## src/rtl/uim_defs.svh

```systemverilog
// Register offsets, field positions, mode codes and reset values of the interrupt mask logic
`ifndef UIM_DEFS_SVH
`define UIM_DEFS_SVH

// Register byte addresses
`define UIM_OFS_ENABLE        32'h4000_C208
`define UIM_OFS_DISABLE       32'h4000_C20C
`define UIM_OFS_MASK          32'h4000_C210
`define UIM_OFS_EVENT         32'h4000_C2F0

// Mode field codes
`define UIM_MODE_LIN_A        4'hA
`define UIM_MODE_LIN_B        4'hB
`define UIM_MODE_SPI_A        4'hE
`define UIM_MODE_SPI_B        4'hF

// Reset values
`define UIM_MASK_RESET        32'h0000_0000
`define UIM_EVENT_RESET       32'h0000_0000
`define UIM_RDATA_RESET       32'h0000_0000

// Bit positions shared by every layout
`define UIM_POS_RX_CHAR_READY     0
`define UIM_POS_TX_HOLDING_FREE   1
`define UIM_POS_RX_BUFFER_END     3
`define UIM_POS_TX_BUFFER_END     4
`define UIM_POS_OVERRUN_ERROR     5
`define UIM_POS_TRANSMITTER_IDLE  9
`define UIM_POS_TX_BUFFER_EMPTY   11
`define UIM_POS_RX_BUFFER_FULL    12

// Ordinary layout
`define UIM_POS_BREAK_RECEIVED    2
`define UIM_POS_FRAMING_ERROR     6
`define UIM_POS_PARITY_ERROR      7
`define UIM_POS_RX_TIMEOUT        8
`define UIM_POS_REPETITION_LIMIT  10
`define UIM_POS_NOT_ACKNOWLEDGED  13
`define UIM_POS_CTS_CHANGE        19
`define UIM_POS_CHAR_COMPARE      22

// Serial peripheral layout
`define UIM_POS_SPI_UNDERRUN      10
`define UIM_POS_SLAVE_SELECT      19

// Local interconnect layout
`define UIM_POS_BREAK_FIELD_DONE  13
`define UIM_POS_IDENTIFIER_DONE   14
`define UIM_POS_TRANSFER_COMPLETE 15
`define UIM_POS_BUS_ERROR         25
`define UIM_POS_SYNC_INCONSISTENT 26
`define UIM_POS_ID_PARITY_ERROR   27
`define UIM_POS_CHECKSUM_ERROR    28
`define UIM_POS_SLAVE_NO_RESPONSE 29
`define UIM_POS_SYNC_TOLERANCE    30
`define UIM_POS_HEADER_TIMEOUT    31

`endif

```

## src/rtl/uim_pkg.sv

```systemverilog
// Types of the interrupt mask logic
package uim_pkg;

	// Register bus request, one cycle per access
	typedef struct packed {
		logic        wr;
		logic        rd;
		logic [31:0] addr;
		logic [31:0] wdata;
	} uim_bus_req_t;

	// Active bit layout, Gray coded
	typedef enum logic [1:0] {
		UIM_LAYOUT_NORMAL = 2'b00,
		UIM_LAYOUT_LIN    = 2'b01,
		UIM_LAYOUT_SPI    = 2'b11
	} uim_layout_t;

endpackage : uim_pkg

```

## src/rtl/uim_mask_logic.sv

```systemverilog
// Interrupt enable, disable and mask registers with mode dependent layouts
`include "uim_defs.svh"
`timescale 1ns/1ps
`default_nettype none

// Behaviour
// - Disable write clears mask bits of the live layout written as one, leaves others.
// - Enable write sets mask bits of the live layout written as one, leaves others.
// - Mask read returns one per enabled source, zero otherwise.
// - Serial peripheral layout applies only for mode codes 0xE and 0xF.
// - Local interconnect layout applies only for mode codes 0xA and 0xB.
// - Serial peripheral layout places its eleven sources at the listed bit positions.
// - Local interconnect frame events at 13 to 15, errors at 25 to 31.
// - Local interconnect keeps framing, parity, timeout at 6, 7, 8.
// - Ordinary layout places break, errors, timeout, repetition, not_acknowledged, cts, compare.
// - Buffer end, empty and full masks exist in every layout.
// - Compare mask at 22 in ordinary and peripheral layouts, absent otherwise.
module uim_mask_logic
	import uim_pkg::*;
(
	input  wire logic         mclk_in,
	input  wire logic         nrst_in,
	input  wire uim_bus_req_t bus_req_in,
	input  wire logic [3:0]   mode_in,
	input  wire logic [31:0]  status_in,
	output logic      [31:0]  rdata_out,
	output logic      [31:0]  mask_out,
	output uim_layout_t       layout_out,
	output logic              irq_out
);

	// Bits common to every layout
	wire [31:0] common_bits;
	assign common_bits =
		(32'h0000_0001 << `UIM_POS_RX_CHAR_READY) |
		(32'h0000_0001 << `UIM_POS_TX_HOLDING_FREE) |
		(32'h0000_0001 << `UIM_POS_OVERRUN_ERROR) |
		(32'h0000_0001 << `UIM_POS_TRANSMITTER_IDLE);

	// Buffer events stay in every layout
	wire [31:0] buffer_bits;
	assign buffer_bits =
		(32'h0000_0001 << `UIM_POS_RX_BUFFER_END) |
		(32'h0000_0001 << `UIM_POS_TX_BUFFER_END) |
		(32'h0000_0001 << `UIM_POS_TX_BUFFER_EMPTY) |
		(32'h0000_0001 << `UIM_POS_RX_BUFFER_FULL);

	// Receive errors shared by ordinary and interconnect layouts
	wire [31:0] rx_error_bits;
	assign rx_error_bits =
		(32'h0000_0001 << `UIM_POS_FRAMING_ERROR) |
		(32'h0000_0001 << `UIM_POS_PARITY_ERROR) |
		(32'h0000_0001 << `UIM_POS_RX_TIMEOUT);

	// Ordinary layout
	wire [31:0] normal_bits;
	assign normal_bits = common_bits | buffer_bits | rx_error_bits |
		(32'h0000_0001 << `UIM_POS_BREAK_RECEIVED) |
		(32'h0000_0001 << `UIM_POS_REPETITION_LIMIT) |
		(32'h0000_0001 << `UIM_POS_NOT_ACKNOWLEDGED) |
		(32'h0000_0001 << `UIM_POS_CTS_CHANGE) |
		(32'h0000_0001 << `UIM_POS_CHAR_COMPARE);

	// Serial peripheral layout
	wire [31:0] spi_bits;
	assign spi_bits = common_bits | buffer_bits |
		(32'h0000_0001 << `UIM_POS_SPI_UNDERRUN) |
		(32'h0000_0001 << `UIM_POS_SLAVE_SELECT) |
		(32'h0000_0001 << `UIM_POS_CHAR_COMPARE);

	// Interconnect layout; compare match has no place here
	wire [31:0] lin_bits;
	assign lin_bits = common_bits | buffer_bits | rx_error_bits |
		(32'h0000_0001 << `UIM_POS_BREAK_FIELD_DONE) |
		(32'h0000_0001 << `UIM_POS_IDENTIFIER_DONE) |
		(32'h0000_0001 << `UIM_POS_TRANSFER_COMPLETE) |
		(32'h0000_0001 << `UIM_POS_BUS_ERROR) |
		(32'h0000_0001 << `UIM_POS_SYNC_INCONSISTENT) |
		(32'h0000_0001 << `UIM_POS_ID_PARITY_ERROR) |
		(32'h0000_0001 << `UIM_POS_CHECKSUM_ERROR) |
		(32'h0000_0001 << `UIM_POS_SLAVE_NO_RESPONSE) |
		(32'h0000_0001 << `UIM_POS_SYNC_TOLERANCE) |
		(32'h0000_0001 << `UIM_POS_HEADER_TIMEOUT);

	// Layout follows the mode field live
	wire         mode_spi;
	wire         mode_lin;
	uim_layout_t layout;
	assign mode_spi = (mode_in == `UIM_MODE_SPI_A) || (mode_in == `UIM_MODE_SPI_B);
	assign mode_lin = (mode_in == `UIM_MODE_LIN_A) || (mode_in == `UIM_MODE_LIN_B);
	assign layout   = mode_spi ? UIM_LAYOUT_SPI :
		(mode_lin ? UIM_LAYOUT_LIN : UIM_LAYOUT_NORMAL);

	// Bits that exist under the current layout
	wire [31:0] valid_bits;
	assign valid_bits = (layout == UIM_LAYOUT_SPI) ? spi_bits :
		((layout == UIM_LAYOUT_LIN) ? lin_bits : normal_bits);

	// Address decode
	wire hit_enable;
	wire hit_disable;
	wire hit_mask;
	wire hit_event;
	assign hit_enable  = (bus_req_in.addr == `UIM_OFS_ENABLE);
	assign hit_disable = (bus_req_in.addr == `UIM_OFS_DISABLE);
	assign hit_mask    = (bus_req_in.addr == `UIM_OFS_MASK);
	assign hit_event   = (bus_req_in.addr == `UIM_OFS_EVENT);

	// Write effects; mask writes limited to bits of the live layout, event clear is not
	wire [31:0] wr_bits;
	wire [31:0] mask_set;
	wire [31:0] mask_clr;
	wire [31:0] event_clr;
	assign wr_bits   = bus_req_in.wdata & valid_bits;
	assign mask_set  = (bus_req_in.wr && hit_enable) ? wr_bits : 32'h0000_0000;
	assign mask_clr  = (bus_req_in.wr && hit_disable) ? wr_bits : 32'h0000_0000;
	assign event_clr = (bus_req_in.wr && hit_event) ? bus_req_in.wdata : 32'h0000_0000;

	// Mask storage; bits hidden by a layout keep their value
	logic [31:0] mask_q;
	uim_setclr_reg #(
		.WIDTH (32),
		.RESET (`UIM_MASK_RESET)
	) u_mask (
		.mclk_in   (mclk_in),
		.nrst_in   (nrst_in),
		.set_in    (mask_set),
		.clr_in    (mask_clr),
		.value_out (mask_q)
	);

	// Sticky event capture of the unit's flags, cleared by writing one
	logic [31:0] event_q;
	wire  [31:0] event_set;
	assign event_set = status_in & valid_bits;
	uim_setclr_reg #(
		.WIDTH (32),
		.RESET (`UIM_EVENT_RESET)
	) u_event (
		.mclk_in   (mclk_in),
		.nrst_in   (nrst_in),
		.set_in    (event_set),
		.clr_in    (event_clr),
		.value_out (event_q)
	);

	// Views as software sees them
	wire [31:0] mask_view;
	wire [31:0] event_view;
	assign mask_view  = mask_q & valid_bits;
	assign event_view = event_q & valid_bits;

	// Read mux; write-only and unmapped words read as zero
	wire [31:0] rdata_d;
	assign rdata_d = !bus_req_in.rd ? 32'h0000_0000 :
		(hit_mask ? mask_view :
		(hit_event ? event_view : 32'h0000_0000));

	// Request from live flags or captured events, so a short pulse still counts
	wire irq_d;
	assign irq_d = |((status_in | event_q) & mask_view);

	// Output registers
	logic [31:0] rdata_q;
	logic [31:0] mask_out_q;
	logic        irq_q;
	uim_layout_t layout_q;

	// Read data stand only in the cycle after the strobe
	always_ff @(posedge mclk_in) begin
		if (!nrst_in) begin
			rdata_q <= `UIM_RDATA_RESET;
		end else begin
			rdata_q <= rdata_d;
		end
	end

	// Mask and layout mirrors for the rest of the unit
	always_ff @(posedge mclk_in) begin
		if (!nrst_in) begin
			mask_out_q <= `UIM_MASK_RESET;
			layout_q   <= UIM_LAYOUT_NORMAL;
		end else begin
			mask_out_q <= mask_view;
			layout_q   <= layout;
		end
	end

	// Registered request costs one cycle but keeps the line glitch free
	always_ff @(posedge mclk_in) begin
		if (!nrst_in) begin
			irq_q <= 1'b0;
		end else begin
			irq_q <= irq_d;
		end
	end

	assign rdata_out  = rdata_q;
	assign mask_out   = mask_out_q;
	assign layout_out = layout_q;
	assign irq_out    = irq_q;

endmodule : uim_mask_logic

`default_nettype wire

```

## src/rtl/uim_setclr_reg.sv

```systemverilog
// Bit vector register with set and clear inputs where set wins
`timescale 1ns/1ps
`default_nettype none

module uim_setclr_reg #(
	parameter int          WIDTH = 32,
	parameter logic [31:0] RESET = 32'h0000_0000
) (
	input  wire logic             mclk_in,
	input  wire logic             nrst_in,
	input  wire logic [WIDTH-1:0] set_in,
	input  wire logic [WIDTH-1:0] clr_in,
	output logic      [WIDTH-1:0] value_out
);

	logic [WIDTH-1:0] value_q;
	logic [WIDTH-1:0] value_d;

	// Set beats a clear in the same cycle so no event is lost
	assign value_d   = set_in | (value_q & ~clr_in);
	assign value_out = value_q;

	// Synchronous active low reset
	always_ff @(posedge mclk_in) begin
		if (!nrst_in) begin
			value_q <= RESET[WIDTH-1:0];
		end else begin
			value_q <= value_d;
		end
	end

endmodule : uim_setclr_reg

`default_nettype wire

```

## config.mk

```make
export PLATFORM = sky130hd
export DESIGN_NAME = uim_mask_logic
export DESIGN_NICKNAME = d
export VERILOG_FILES = /design/src/rtl/uim_pkg.sv /design/src/rtl/uim_mask_logic.sv /design/src/rtl/uim_setclr_reg.sv
export VERILOG_INCLUDE_DIRS = /design/src /design/src/rtl
export SDC_FILE = /design/constraint.sdc
export NUM_CORES = 1
export LEC_CHECK = 0
export BUFFER_PORTS_ARGS = -buffer_cell sky130_fd_sc_hd__buf_2
export CAP_MARGIN = 10
export CORE_AREA = 2 2 95 97
export DETAILED_ROUTE_END_ITERATION = 8
export DIE_AREA = 0 0 97 99
export PLACE_DENSITY = 0.81
export RECOVER_POWER = 50
export SYNTH_ARGS = -nofsm -noshare
export SYNTH_HDL_FRONTEND = slang
export SYNTH_SLANG_ARGS = --single-unit
```

## constraint.sdc

```tcl
create_clock -name mclk_in -period 4.25 [get_ports mclk_in]
set_input_delay 0.85 -clock mclk_in [delete_from_list [all_inputs] [get_ports mclk_in]]
set_output_delay 0.85 -clock mclk_in [all_outputs]
set_load 0.005 [all_outputs]
```

==> reports/results.txt <==
final wirelength -> 10900 um
final setup margin -> 1.15 ns
worst hold path type -> register to register
Pleak -> 0.00240 uW
Die H -> 99 um
final hold violation count -> 0
Post-Syn Area -> 4170 sq um
largest cells by area after synthesis -> dfxtp_1 49%, mux2i_1 6.2%, nand2_1 5.9%
Area growth syn-to-layout -> 20.5%
list of most frequent post-synthesis cells -> 103 x dfxtp_1, 65 x nand2_1, 45 x o21ai_0
width of the die -> 97 um
worst reg2reg startpoint -> u_event.value_out[11]$_SDFF_PN0_
area fraction of the dominant cell type after synthesis -> 49.4%
Mean Syn Cell Area -> 8.97 sq um
total global routing overflow -> 0
status -> finished, violations left
TritonCTS clock tree -> yes
cell taking the most area after synthesis -> dfxtp_1
max-cap viol count -> 1
pin count of the biggest net entering global routing -> 51
period utilization -> 72.9%
vias in the first global route -> 3756
Slew Limit Fails -> 39
CTS clk-pin slew, worst paths -> 0.09 ns
CP required -> 4.51 ns
GRT Total Usage -> 22.7%
port bufs -> 141
power per cell area -> 343 nW/um^2
residual DRC count -> 0
yosys warns -> 0
initial antenna violation count -> 0
number of synthesized flops with an enable pin -> 0
Core Box Area -> 8550 sq um
Crit. End Element -> register
I/O pins -> 171
Via density -> 5.47
PostCTS Resize Cnt -> 0
cell row count -> 34
fraction of layout cells with a size suffix above 1 -> 24.8%
crit path launch -> nrst_in
ANT cells -> 0
Startpoint Class -> primary input
Post-Synthesis Cells -> 465
Rel. slew slack -> -2.02%
worst slack, placed -> 1.23 ns
WS Path Type -> primary input to register
via count -> 3833
GP Congestion -> 0.795
Synth Flop Type -> dfxtp_1
DP Area -> 4860 sq um
wire length per cell -> 15.6 um
post-CTS setup buffer count -> 0
worst hold start -> u_mask.value_out[11]$_SDFF_PN0_
CTS Hold Bufs -> 0
Final ANT Viol Nets -> 0
Sum Neg Setup Slack -> 0 ns
Highest Clock Rate -> 323 MHz
synth unique cells -> 35
CTS Buf Count -> 9
register area share after synthesis -> 49.4%
die area -> 9600 sq um
initial core utilization -> 48.8%
first-pass GRT wire length -> 17500 um
async set-or-reset flop fraction in the synthesized netlist -> 0%
starting DRC count in detailed routing -> 266
Final #Nets -> 693
failing checks -> capacitance limit, slew limit
Critical Path Fanout Max -> 38
Sink Count -> 103
root buf cell -> clkbuf_8
most common cell in the netlist -> dfxtp_1
total power -> 1720 uW
arrival time worst endpoint -> 3.36 ns
post-synthesis sequential element count -> 103
Final setup viols -> 0
worst skew pair latency -> 0.36 ns
final instance area -> 5030 sq um
H-tree depth -> 3
Worst VDD drop -> 0.000181 V
fin crit period -> 3.10 ns
Slew @ Worst Pin -> 1.53 ns
Pre-antenna DRT Iters -> 4
Final Skew -> 0.0102 ns
clock buffer depth -> 2
DP HPWL -> 7610 um
unrepaired setup endpoints after global routing -> no
[layout make-up]
cell class | instances | area (sq um)
inverter | 16 | 60.1
timing repair buffer | 147 | 721
sequential | 103 | 2060
clock buffer | 10 | 138
fill | 763 | 3520
clock inverter | 5 | 56.3
multi-input combinational | 312 | 1850
tap | 108 | 135
[per-stage QoR]
| step | hold slack (ns) | std cells | util [%] |
|---|---|---|---|
| 3_5_place_dp | 0.459 | 686 | 56.9 |
| 5_1_grt | 0.495 | 701 | 58.8 |
| 3_3_place_gp | 0.455 | 686 | 56.9 |
| 6_report | 0.478 | 701 | 58.8 |
| 4_1_cts | 0.475 | 701 | 59.1 |
| 2_1_floorplan | 0.439 | 478 | - |
[cell usage in the layout, fill, tap and decap left out, types with 10 or more instances in the layout]
cell / instances
buf_2: 120
dfxtp_1: 103
nand2_1: 65
o21ai_0: 45
mux2i_1: 26
nor2_1: 25
a22oi_1: 25
clkbuf_1: 22
nand4_1: 21
and3_1: 18
inv_1: 16
conb_1: 14
nand3_1: 13
clkbuf_8: 10
[registers in the layout, indices dropped and copies added (netlist names)]
register,cells
layout_out,2
irq_out,1
mask_out,25
rdata_out,25
u_mask.value_out,25
u_event.value_out,25
[power breakdown]
part	internal, uW	leakage, uW	switching [uW]
clock	285	0.0000985	324
combinational	52.0	0.00147	72.6
sequential	980	0.000836	9.49
[cell families (layout without fill, tap and decap cells)]
group	count (synthesis)	in the layout	synth area share, %
flip-flops	103	103	49.4
AND/OR/NAND/NOR	166	166	20.7
other	1	14	0.0899
AO/OA/AOI/OAI	106	106	16.1
multiplexers	26	26	6.24
buffers and inverters	63	178	7.41
[metal layers]
metal	GRT usage, %	vias to the layer above	routed length, um
met4	8.99	0	188
met5	0	-	0
li1	-	1845	-
met1	27.8	1804	4530
met3	5.32	13	762
met2	38.8	171	5440
[final timing paths]
| path | to | slack (ns) | cells after the start |
|---|---|---|---|
| setup / recovery | u_mask.value_out[25]$_SDFF_PN0_ | 1.15 | 4 |
| hold / removal | mask_out[11]$_SDFF_PN0_ | 0.48 | 2 |
| setup reg to reg | irq_out$_SDFF_PN0_ | 2.68 | 4 |
| hold reg to reg | mask_out[11]$_SDFF_PN0_ | 0.48 | 2 |
[worst max-delay path, stage by stage]
cell and delay, ns:
clkbuf_1 1.08, clkbuf_1 1.05, nand2_1 0.17, mux2i_1 0.20
Note: power is estimated with default switching activity, not from simulation.
